### config.mk
export PLATFORM = sky130hd
export DESIGN_NAME = dcbcl_core
export DESIGN_NICKNAME = d
export VERILOG_FILES = /design/src/core/dcbcl_pkg.sv /design/src/core/dcbcl_timer.sv /design/src/core/dcbcl_core.sv
export SDC_FILE = /design/constraint.sdc
export NUM_CORES = 1
export LEC_CHECK = 0
export BUFFER_PORTS_ARGS = -buffer_cell sky130_fd_sc_hd__buf_2
export CAP_MARGIN = 15
export CORE_UTILIZATION = 35
export CTS_CLUSTER_SIZE = 20
export DETAILED_ROUTE_END_ITERATION = 8
export GPL_TIMING_DRIVEN = 0
export SYNTH_ARGS = -nofsm -noshare
export SYNTH_HDL_FRONTEND = slang
export SYNTH_SLANG_ARGS = --single-unit
### constraint.sdc
create_clock -name clk_i -period 5.05 [get_ports clk_i]
set_input_delay 1.515 -clock clk_i [delete_from_list [all_inputs] [get_ports clk_i]]
set_output_delay 1.515 -clock clk_i [all_outputs]
set_load 0.05 [all_outputs]
### src/core/dcbcl_pkg.sv
package dcbcl_pkg;

  // ----------------------------------------
  // Timing
  // ----------------------------------------
  localparam int CLK_NS    = 50;
  localparam int TENTH_NS  = 100_000_000;
  localparam int TENTH_CYC = (TENTH_NS + CLK_NS - 1) / CLK_NS;
  localparam int RAMP_NS   = 10_000_000;
  localparam int RAMP_CYC  = (RAMP_NS + CLK_NS - 1) / CLK_NS;

  // ----------------------------------------
  // Input function codes and scales
  // ----------------------------------------
  localparam logic [7:0]  FN_BRAKE   = 8'h07;
  localparam logic [7:0]  FN_LIMIT   = 8'h27;
  localparam logic [15:0] FULL_SCALE = 16'h1770;

  // ----------------------------------------
  // Register offsets
  // ----------------------------------------
  localparam logic [11:0] OFS_FSEL_LO = 12'h000;
  localparam logic [11:0] OFS_FSEL_HI = 12'h004;
  localparam logic [11:0] OFS_CTRL    = 12'h008;
  localparam logic [11:0] OFS_AFREQ   = 12'h00C;
  localparam logic [11:0] OFS_BTIME   = 12'h010;
  localparam logic [11:0] OFS_BTORQ   = 12'h014;
  localparam logic [11:0] OFS_LIM1    = 12'h018;
  localparam logic [11:0] OFS_LIM2    = 12'h01C;
  localparam logic [11:0] OFS_STATUS  = 12'h020;

  // ----------------------------------------
  // Register layouts
  // ----------------------------------------
  typedef struct packed {
    logic [15:0] rsv1;
    logic [2:0]  rsv0;
    logic [4:0]  pulse;
    logic [5:0]  rsv;
    logic        end_char;
    logic        auto_en;
  } dcbcl_ctrl_s;

  typedef struct packed {
    logic [5:0] rsv1;
    logic [9:0] dur;
    logic [5:0] rsv0;
    logic [9:0] wait_t;
  } dcbcl_btime_s;

  typedef struct packed {
    logic [5:0] rsv1;
    logic [9:0] st_time;
    logic       rsv0;
    logic [6:0] st_torque;
    logic       rsv;
    logic [6:0] torque;
  } dcbcl_btorq_s;

  typedef struct packed {
    logic [3:0]  rsv1;
    logic [11:0] tconst;
    logic [7:0]  trip;
    logic [5:0]  rsv0;
    logic [1:0]  lchar;
  } dcbcl_lim_s;

  localparam logic [15:0] AFREQ_RST = 16'h0032;
  localparam dcbcl_ctrl_s CTRL_RST = '{rsv1: 16'h0000, rsv0: 3'h0, pulse: 5'h0A,
                                       rsv: 6'h00, end_char: 1'b1, auto_en: 1'b0};
  localparam dcbcl_lim_s  LIM_RST  = '{rsv1: 4'h0, tconst: 12'h064, trip: 8'h0F,
                                       rsv0: 6'h00, lchar: 2'h1};

  typedef enum logic [1:0] {
    LC_OFF,
    LC_ACC_CONST,
    LC_CONST,
    LC_ALL
  } dcbcl_lchar_e;

endpackage : dcbcl_pkg

### src/core/dcbcl_timer.sv
`timescale 1ns/1ps

// Down-counter in tenths of a second; load restarts the prescaler so the
// first tenth is always whole.
module dcbcl_timer #(
  parameter int TICK_CYC = dcbcl_pkg::TENTH_CYC
) (
  input  wire logic       clk_i,
  input  wire logic       rst_n_i,
  input  wire logic       load_i,
  input  wire logic [9:0] value_i,
  output logic            done_o
);

  logic [23:0] pre_q;
  logic [9:0]  cnt_q;

  always_ff @(posedge clk_i or negedge rst_n_i) begin
    if (!rst_n_i) begin
      pre_q <= 24'h000000;
      cnt_q <= 10'h000;
    end else if (load_i) begin
      pre_q <= 24'h000000;
      cnt_q <= value_i;
    end else if (cnt_q != 10'h000) begin
      if (pre_q == 24'(TICK_CYC - 1)) begin
        pre_q <= 24'h000000;
        cnt_q <= cnt_q - 10'h001;
      end else begin
        pre_q <= pre_q + 24'h000001;
      end
    end
  end

  assign done_o = (cnt_q == 10'h000);

endmodule : dcbcl_timer

### src/core/dcbcl_core.sv
`timescale 1ns/1ps

module dcbcl_core #(
  parameter int TICK_CYC = dcbcl_pkg::TENTH_CYC,
  parameter int RAMP_CYC = dcbcl_pkg::RAMP_CYC
) (
  input  wire logic        clk_i,
  input  wire logic        rst_n_i,
  input  wire logic        psel_i,
  input  wire logic        penable_i,
  input  wire logic        pwrite_i,
  input  wire logic [11:0] paddr_i,
  input  wire logic [31:0] pwdata_i,
  output logic [31:0]      prdata_o,
  output logic             pready_o,
  output logic             pslverr_o,
  input  wire logic [7:0]  din_i,
  input  wire logic [15:0] out_freq_i,
  input  wire logic [7:0]  motor_current_i,
  input  wire logic        accel_i,
  input  wire logic        const_i,
  input  wire logic        decel_i,
  input  wire logic        run_start_i,
  output logic             brake_active_o,
  output logic [6:0]       brake_torque_o,
  output logic [4:0]       brake_pulse_o,
  output logic             accel_hold_o,
  output logic             limit_active_o,
  output logic             limit_group_o,
  output logic [15:0]      freq_limit_o
);

  // ----------------------------------------
  // Helpers
  // ----------------------------------------
  typedef enum logic [1:0] {
    BR_IDLE,
    BR_START,
    BR_WAIT,
    BR_ON
  } dcbcl_brk_e;

  function automatic logic [7:0] fn_mask(input logic [7:0][7:0] sel, input logic [7:0] code);
    logic [7:0] m;
    m = 8'h00;
    for (int i = 0; i < 8; i++) begin
      m[i] = (sel[i] == code);
    end
    return m;
  endfunction : fn_mask

  function automatic logic hit(input logic [11:0] a, input logic [11:0] ofs);
    return (a == ofs);
  endfunction : hit

  // ----------------------------------------
  // Registers
  // ----------------------------------------
  logic [7:0][7:0]        fsel_q;
  dcbcl_pkg::dcbcl_ctrl_s  ctrl_q;
  logic [15:0]            afreq_q;
  dcbcl_pkg::dcbcl_btime_s btime_q;
  dcbcl_pkg::dcbcl_btorq_s btorq_q;
  dcbcl_pkg::dcbcl_lim_s   lim1_q;
  dcbcl_pkg::dcbcl_lim_s   lim2_q;
  logic                   pready_q;
  logic                   pslverr_q;
  logic [31:0]            prdata_q;
  logic                   mapped;
  logic                   wr_en;
  logic [31:0]            rd_val;
  logic [31:0]            status;
  dcbcl_brk_e             st_q;
  logic                   lim_act_q;
  logic                   grp_q;

  assign wr_en = psel_i & penable_i & pwrite_i & pready_q & ~pslverr_q;

  always_comb begin
    mapped = 1'b1;
    rd_val = 32'h00000000;
    if (hit(paddr_i, dcbcl_pkg::OFS_FSEL_LO)) begin
      rd_val = fsel_q[3:0];
    end else if (hit(paddr_i, dcbcl_pkg::OFS_FSEL_HI)) begin
      rd_val = fsel_q[7:4];
    end else if (hit(paddr_i, dcbcl_pkg::OFS_CTRL)) begin
      rd_val = ctrl_q;
    end else if (hit(paddr_i, dcbcl_pkg::OFS_AFREQ)) begin
      rd_val = {16'h0000, afreq_q};
    end else if (hit(paddr_i, dcbcl_pkg::OFS_BTIME)) begin
      rd_val = btime_q;
    end else if (hit(paddr_i, dcbcl_pkg::OFS_BTORQ)) begin
      rd_val = btorq_q;
    end else if (hit(paddr_i, dcbcl_pkg::OFS_LIM1)) begin
      rd_val = lim1_q;
    end else if (hit(paddr_i, dcbcl_pkg::OFS_LIM2)) begin
      rd_val = lim2_q;
    end else if (hit(paddr_i, dcbcl_pkg::OFS_STATUS)) begin
      rd_val = status;
    end else begin
      mapped = 1'b0;
    end
  end

  // One wait state: pready rises in the second access cycle
  always_ff @(posedge clk_i or negedge rst_n_i) begin
    if (!rst_n_i) begin
      pready_q  <= 1'b0;
      pslverr_q <= 1'b0;
      prdata_q  <= 32'h00000000;
    end else begin
      pready_q  <= psel_i & penable_i & ~pready_q;
      pslverr_q <= psel_i & penable_i & ~pready_q & ~mapped;
      prdata_q  <= (psel_i & penable_i & ~pready_q & ~pwrite_i) ? rd_val : 32'h00000000;
    end
  end

  // Reserved bits are forced to zero on write so they read back as zero
  always_ff @(posedge clk_i or negedge rst_n_i) begin
    if (!rst_n_i) begin
      fsel_q  <= '0;
      ctrl_q  <= dcbcl_pkg::CTRL_RST;
      afreq_q <= dcbcl_pkg::AFREQ_RST;
      btime_q <= '0;
      btorq_q <= '0;
      lim1_q  <= dcbcl_pkg::LIM_RST;
      lim2_q  <= dcbcl_pkg::LIM_RST;
    end else if (wr_en) begin
      if (hit(paddr_i, dcbcl_pkg::OFS_FSEL_LO)) begin
        fsel_q[3:0] <= pwdata_i;
      end
      if (hit(paddr_i, dcbcl_pkg::OFS_FSEL_HI)) begin
        fsel_q[7:4] <= pwdata_i;
      end
      if (hit(paddr_i, dcbcl_pkg::OFS_CTRL)) begin
        ctrl_q          <= '0;
        ctrl_q.auto_en  <= pwdata_i[0];
        ctrl_q.end_char <= pwdata_i[1];
        ctrl_q.pulse    <= pwdata_i[12:8];
      end
      if (hit(paddr_i, dcbcl_pkg::OFS_AFREQ)) begin
        afreq_q <= pwdata_i[15:0];
      end
      if (hit(paddr_i, dcbcl_pkg::OFS_BTIME)) begin
        btime_q        <= '0;
        btime_q.wait_t <= pwdata_i[9:0];
        btime_q.dur    <= pwdata_i[25:16];
      end
      if (hit(paddr_i, dcbcl_pkg::OFS_BTORQ)) begin
        btorq_q           <= '0;
        btorq_q.torque    <= pwdata_i[6:0];
        btorq_q.st_torque <= pwdata_i[14:8];
        btorq_q.st_time   <= pwdata_i[25:16];
      end
      if (hit(paddr_i, dcbcl_pkg::OFS_LIM1)) begin
        lim1_q        <= '0;
        lim1_q.lchar  <= pwdata_i[1:0];
        lim1_q.trip   <= pwdata_i[15:8];
        lim1_q.tconst <= pwdata_i[27:16];
      end
      if (hit(paddr_i, dcbcl_pkg::OFS_LIM2)) begin
        lim2_q        <= '0;
        lim2_q.lchar  <= pwdata_i[1:0];
        lim2_q.trip   <= pwdata_i[15:8];
        lim2_q.tconst <= pwdata_i[27:16];
      end
    end
  end

  assign status = {27'h0000000, grp_q, lim_act_q, 1'b0, st_q};

  // ----------------------------------------
  // Input synchroniser
  // ----------------------------------------
  logic [7:0] din_m_q;
  logic [7:0] din_s_q;
  logic       req_lvl;
  logic       req_prev_q;
  logic       sel_lvl;

  always_ff @(posedge clk_i or negedge rst_n_i) begin
    if (!rst_n_i) begin
      din_m_q <= 8'h00;
      din_s_q <= 8'h00;
    end else begin
      din_m_q <= din_i;
      din_s_q <= din_m_q;
    end
  end

  // Inputs with any other function code are masked out here
  assign req_lvl = |(din_s_q & fn_mask(fsel_q, dcbcl_pkg::FN_BRAKE));
  assign sel_lvl = |(din_s_q & fn_mask(fsel_q, dcbcl_pkg::FN_LIMIT));

  // ----------------------------------------
  // DC braking sequencer
  // ----------------------------------------
  dcbcl_brk_e st_d;
  logic       src_q;
  logic       src_d;
  logic       auto_prev_q;
  logic       start_prev_q;
  logic       auto_lvl;
  logic       tm_load;
  logic [9:0] tm_val;
  logic       tm_done;

  assign auto_lvl = ctrl_q.auto_en & decel_i & (out_freq_i <= afreq_q);

  always_comb begin
    st_d    = st_q;
    src_d   = src_q;
    tm_load = 1'b0;
    tm_val  = btime_q.wait_t;
    case (st_q)
      BR_IDLE: begin
        if (req_lvl & ~req_prev_q) begin
          st_d    = BR_WAIT;
          src_d   = 1'b1;
          tm_load = 1'b1;
        end else if (auto_lvl & ~auto_prev_q) begin
          st_d    = BR_WAIT;
          src_d   = 1'b0;
          tm_load = 1'b1;
        end else if (run_start_i & ~start_prev_q & (btorq_q.st_time != 10'h000)) begin
          st_d    = BR_START;
          tm_load = 1'b1;
          tm_val  = btorq_q.st_time;
        end
      end
      BR_START: begin
        if (tm_done) begin
          st_d = BR_IDLE;
        end
      end
      BR_WAIT: begin
        if (src_q & ctrl_q.end_char & ~req_lvl) begin
          st_d = BR_IDLE;
        end else if (tm_done) begin
          st_d    = BR_ON;
          tm_load = 1'b1;
          tm_val  = btime_q.dur;
        end
      end
      BR_ON: begin
        if (src_q & ctrl_q.end_char) begin
          if (~req_lvl) begin
            st_d = BR_IDLE;
          end
        end else if (tm_done) begin
          st_d = BR_IDLE;
        end
      end
      default: begin
        st_d = BR_IDLE;
      end
    endcase
  end

  always_ff @(posedge clk_i or negedge rst_n_i) begin
    if (!rst_n_i) begin
      st_q         <= BR_IDLE;
      src_q        <= 1'b0;
      req_prev_q   <= 1'b0;
      auto_prev_q  <= 1'b0;
      start_prev_q <= 1'b0;
    end else begin
      st_q         <= st_d;
      src_q        <= src_d;
      req_prev_q   <= req_lvl;
      auto_prev_q  <= auto_lvl;
      start_prev_q <= run_start_i;
    end
  end

  dcbcl_timer #(
    .TICK_CYC (TICK_CYC)
  ) u_timer (
    .clk_i   (clk_i),
    .rst_n_i (rst_n_i),
    .load_i  (tm_load),
    .value_i (tm_val),
    .done_o  (tm_done)
  );

  // Brake outputs follow the state, and brake_pulse_o follows the pulse field, one cycle later
  always_ff @(posedge clk_i or negedge rst_n_i) begin
    if (!rst_n_i) begin
      brake_active_o <= 1'b0;
      brake_torque_o <= 7'h00;
      accel_hold_o   <= 1'b0;
      brake_pulse_o  <= dcbcl_pkg::CTRL_RST.pulse;
    end else begin
      brake_active_o <= (st_q == BR_ON) | (st_q == BR_START);
      brake_torque_o <= (st_q == BR_ON) ? btorq_q.torque :
                        (st_q == BR_START) ? btorq_q.st_torque : 7'h00;
      accel_hold_o   <= (st_q == BR_START);
      brake_pulse_o  <= ctrl_q.pulse;
    end
  end

  // ----------------------------------------
  // Current limiter
  // ----------------------------------------
  dcbcl_pkg::dcbcl_lim_s lim;
  logic                  lim_en;
  logic                  over;
  logic [17:0]           rpre_q;
  logic                  rtick;
  logic [15:0]           acc_q;
  logic [15:0]           acc_add;
  logic [15:0]           fcap_q;

  assign lim   = grp_q ? lim2_q : lim1_q;
  assign rtick = (rpre_q == 18'(RAMP_CYC - 1));

  always_comb begin
    case (dcbcl_pkg::dcbcl_lchar_e'(lim.lchar))
      dcbcl_pkg::LC_OFF:       lim_en = 1'b0;
      dcbcl_pkg::LC_ACC_CONST: lim_en = accel_i | const_i;
      dcbcl_pkg::LC_CONST:     lim_en = const_i;
      dcbcl_pkg::LC_ALL:       lim_en = accel_i | const_i | decel_i;
      default:                 lim_en = 1'b0;
    endcase
  end

  assign over    = lim_en & (motor_current_i >= lim.trip);
  assign acc_add = acc_q + (rtick ? dcbcl_pkg::FULL_SCALE : 16'h0000);

  always_ff @(posedge clk_i or negedge rst_n_i) begin
    if (!rst_n_i) begin
      grp_q <= 1'b0;
    end else begin
      grp_q <= sel_lvl;
    end
  end

  always_ff @(posedge clk_i or negedge rst_n_i) begin
    if (!rst_n_i) begin
      rpre_q <= 18'h00000;
    end else if (~lim_act_q | rtick) begin
      rpre_q <= 18'h00000;
    end else begin
      rpre_q <= rpre_q + 18'h00001;
    end
  end

  // Full scale per time constant; one step of 0.01 Hz per cycle at most
  always_ff @(posedge clk_i or negedge rst_n_i) begin
    if (!rst_n_i) begin
      lim_act_q <= 1'b0;
      acc_q     <= 16'h0000;
      fcap_q    <= 16'h0000;
    end else if (~lim_act_q) begin
      lim_act_q <= over;
      acc_q     <= 16'h0000;
      fcap_q    <= out_freq_i;
    end else if (~over) begin
      lim_act_q <= 1'b0;
      acc_q     <= 16'h0000;
    end else if ((acc_add >= {4'h0, lim.tconst}) && (fcap_q != 16'h0000)) begin
      acc_q  <= acc_add - {4'h0, lim.tconst};
      fcap_q <= fcap_q - 16'h0001;
    end else begin
      acc_q <= acc_add;
    end
  end

  always_ff @(posedge clk_i or negedge rst_n_i) begin
    if (!rst_n_i) begin
      limit_active_o <= 1'b0;
      limit_group_o  <= 1'b0;
      freq_limit_o   <= 16'h0000;
    end else begin
      limit_active_o <= lim_act_q;
      limit_group_o  <= grp_q;
      freq_limit_o   <= lim_act_q ? fcap_q : out_freq_i;
    end
  end

  assign prdata_o  = prdata_q;
  assign pready_o  = pready_q;
  assign pslverr_o = pslverr_q;

endmodule : dcbcl_core

==> key figures <==
Die
  • FP Rows: 81
  • Die X: 224 um
  • Die Area: 50300 um2
  • Ports: 151
  • Core box area: 48800 um2
  • Initial core utilization: 0.354
  • DIE HEIGHT: 224 um

Synth
  • Avg Cell Area, Syn: 11.1 um2
  • Seq/Total Area, Yosys: 0.506
  • Synthesized netlist cell count: 1563
  • Mapped Nets: 1697
  • Mapped cell area: 17300 um2
  • Async set-or-reset flop fraction in the synthesized netlist: 1.00
  • Warnings, synthesis: 0
  • Yosys reg bits: 349
  • Synth Flop Type: dfrtp_1
  • Netlist cell types: 82
  • Number of synthesized flops with an enable pin: 0

STA
  • Final Hold Vio Count: 0
  • Final period utilization: 0.952
  • Tmin final: 4.81 ns
  • Setup TNS: 0 ns
  • Final Max Tran Viols: 0
  • Clk_skew: 0.0236 ns
  • Max-slew headroom: 0.224
  • RSZ-0062 raised after global routing: true
  • Final setup violation count: 0
  • Least-Margin Pin Slew: 1.16 ns
  • FMAX: 0.208 GHz

Power and ir drop
  • Logic pwr share: 0.110
  • Pwr/cell area: 340 nW/um2
  • Switching power: 1.85 mW
  • Sequential share of power: 0.434
  • Max VDD drop: 282 uV
  • Part of the power in the clock network: 0.456
  • Power Internal: 5.13 mW
  • Total power: 6.98 mW
  • Sw frac: 0.266
  • Leakage power: 9.35 nW

Global routing
  • GR Util All Layers: 0.204
  • Initial antenna violation count: 4
  • First-pass GRT wire length: 78.4 mm
  • Total gr overflow: 0
  • Largest net degree at the start of global routing: 113
  • Number of global-route vias before repair: 13300

Place
  • DP HPWL: 37.8 mm
  • GPL Wtd Cong: 0.899
  • IO buf count: 149

Drt
  • Routed vias: 13300
  • Wirelength per Cell: 20.7 um
  • Detail Route Antenna Nets: 0
  • Drc violations: 0
  • 1st-pass router iterations: 5
  • Drt total wl: 51.1 mm
  • Vias per cell: 5.41
  • DR iter-0 viols: 1155

Min path
  • Hold Path Class: reg2reg
  • Worst Hold Depth: 0
  • Min-Delay Startpoint: din_m_q[4]

Layout
  • Multi-input gate area: 8070 um2
  • Fillers: 4744
  • Fin nets: 1899
  • Seq. cell area: 8760 um2
  • Layout area overhead: 18.5%
  • Share of cells above drive strength 1: 0.265

Clock network
  • Clock Tree Root: clkbuf_16
  • Num CTS Buffers: 42
  • Clock latency on the worst-skew pair: 0.58 ns
  • Clk buf depth: 3
  • CTS sink cnt: 349
  • Worst-path clk slew: 0.06 ns
  • H-tree levels: 2
  • CTS tree: yes

Worst setup path
  • CP Launch Point: rpre_q[0]
  • Critical Path, Cell by Cell: ha_1 > and3_1 > and3_1 > nand4_1 > buf_4 > inv_4 > ha_1 > fa_1 > a21o_1 > a31o_2 > a21oi_1 > xnor2_1 > ha_1 > nand2b_1 > mux2i_4 > a211oi_4 > buf_4 > a2111oi_1 > xnor2_1 > a21oi_1
  • Worst EP arrival: 5.24 ns
  • CP max FO: 8
  • Levels on crit path: 20
  • Worst Setup End Kind: flop
  • CP required: 5.49 ns
  • CP top delay family: compound AO/OA/AOI/OAI gates
  • RR Startpoint: rpre_q[0]
  • Critical path's slowest cell: a2111oi_1
  • Most common cell on crit path: ha_1
  • CP bufs+invs: 3
  • CP Class: reg2reg
  • Worst path max stage delay: 0.47 ns
  • Reg2Reg Depth: 20
  • CP startpoint kind: flop

Flow run
  • Max_cap viols: 0

Status
  • Status: completed
-- placed cells by master, fill, tap and decap left out, types with 21 or more instances in the layout --
cell | netlist | layout
dfrtp_1 | 325 | 325
mux2_2 | 168 | 168
buf_2 | 10 | 160
nand2_1 | 132 | 132
nor2_1 | 105 | 105
a21oi_1 | 84 | 84
o21ai_0 | 72 | 72
inv_1 | 57 | 56
clkbuf_1 | 47 | 54
ha_1 | 47 | 47
clkbuf_16 | 0 | 42
nor3_1 | 39 | 39
mux2i_1 | 38 | 38
xnor2_1 | 29 | 29
nand3_1 | 24 | 24
dfstp_2 | 24 | 24
nor2b_1 | 23 | 23
xor2_1 | 21 | 21
or3_1 | 21 | 21
-- cells in the mapped netlist (6+ instances only) --
library cell    n  share of area
buf_1          10         0.0022
dfrtp_1       325           0.47
a22oi_1        19         0.0082
or3_1          21         0.0076
xnor2_1        29          0.015
or4_1           6         0.0026
a21o_1         16         0.0069
o21ai_0        72          0.021
inv_1          57          0.012
o211ai_1       14         0.0061
nand3_1        24         0.0069
nand2_1       132          0.029
clkbuf_1       47          0.010
buf_2          10         0.0029
a31oi_1         7         0.0025
xor2_1         21          0.011
o21ai_1         7         0.0020
mux4_2         10          0.013
nand3b_1        6         0.0026
nor2b_1        23         0.0083
a222oi_1       17         0.0098
ha_1           47          0.034
a21oi_1        84          0.024
and2_1          7         0.0025
dfstp_2        24          0.036
nand4b_1        9         0.0046
nor2_1        105          0.023
and3_1         15         0.0054
nor3_1         39          0.011
mux2i_1        38          0.022
a211oi_1        9         0.0039
mux2_2        168           0.11
nand2b_1       13         0.0047
nor4_1         13         0.0047
nand4_1        17         0.0061
-- layout make-up --
cell class / count / share of cell area
flip-flops and latches: 349 / 0.427
repair buffers: 158 / 0.0428
inverters: 57 / 0.0106
well taps: 664 / 0.0405
multi-input cells: 1090 / 0.394
clock inverters: 15 / 0.0112
diodes: 3 / 0.000366
plain buffers: 67 / 0.0129
clock buffers: 61 / 0.0606
-- power by group through the flow --
stage               Clock (mW)  Combinational, mW  Sequential, mW
floorplan                    0              0.391            3.15
global placement             0              0.744            3.07
detailed placement           0              0.770            3.08
CTS                       3.25              0.772            3.03
global route              3.36              0.856            3.05
finish                    3.18              0.765            3.03
-- routing by layer --
metal  vias up  track usage  part of all wire
met5         -            0           0.00031
met4         4       0.0757             0.030
met3        96       0.0341             0.062
met2       443        0.320              0.46
met1      6699        0.282              0.45
li1       6096            -                 -
-- metrics by stage --
stage | std cells | hold slack [ns] | area [um2] | worst slack (ns) | utilization
2_1_floorplan | 1563 | 0.331 | 17300 | 0.636 | -
3_3_place_gp | 2376 | 0.332 | 18900 | -4.42 | 0.387
3_5_place_dp | 2381 | 0.336 | 19000 | -0.0735 | 0.389
4_1_cts | 2459 | 0.346 | 20500 | 0.00737 | 0.419
5_1_grt | 2463 | 0.354 | 20500 | -0.0236 | 0.420
6_report | 2464 | 0.345 | 20500 | 0.242 | 0.420
-- final timing paths --
path,end,slack [ns]
setup / recovery,fcap_q[5],0.24
hold / removal,din_s_q[4],0.34
setup reg to reg,fcap_q[5],0.24
hold reg to reg,din_s_q[4],0.34
max in group asynchronous,limit_active_o,3.17
min in group asynchronous,accel_hold_o,0.91
-- state kept, by name, summed over array words and instances (netlist names), 10 cells and up --
name and cells:
fcap_q 16, btime_q 20, lim1_q 22, prdata_o 32
freq_limit_o 16, acc_q 16, rpre_q 18, fsel_q 64
btorq_q 24, u_timer.pre_q 24, u_timer.cnt_q 10, lim2_q 22
afreq_q 16
-- kinds of logic after synthesis --
group,Yosys count,share of synthesized area
xor gates and xnor gates,51,0.0269
DFF,349,0.506
and+or+nand+nor,466,0.137
adders and majority gates,49,0.0363
AOI/OAI and AO/OA,307,0.120
buffers and inverters,124,0.0276
muxes,217,0.146
-- what timing repair did --
action	CTS	global route
pin swaps	2	1
endpoints found under the setup margin	6	31
hold endpoints to repair	0	0
resized for setup	0	6
hold buffers	0	0
setup buffers	2	2
Power figures use the tool's default switching activity.
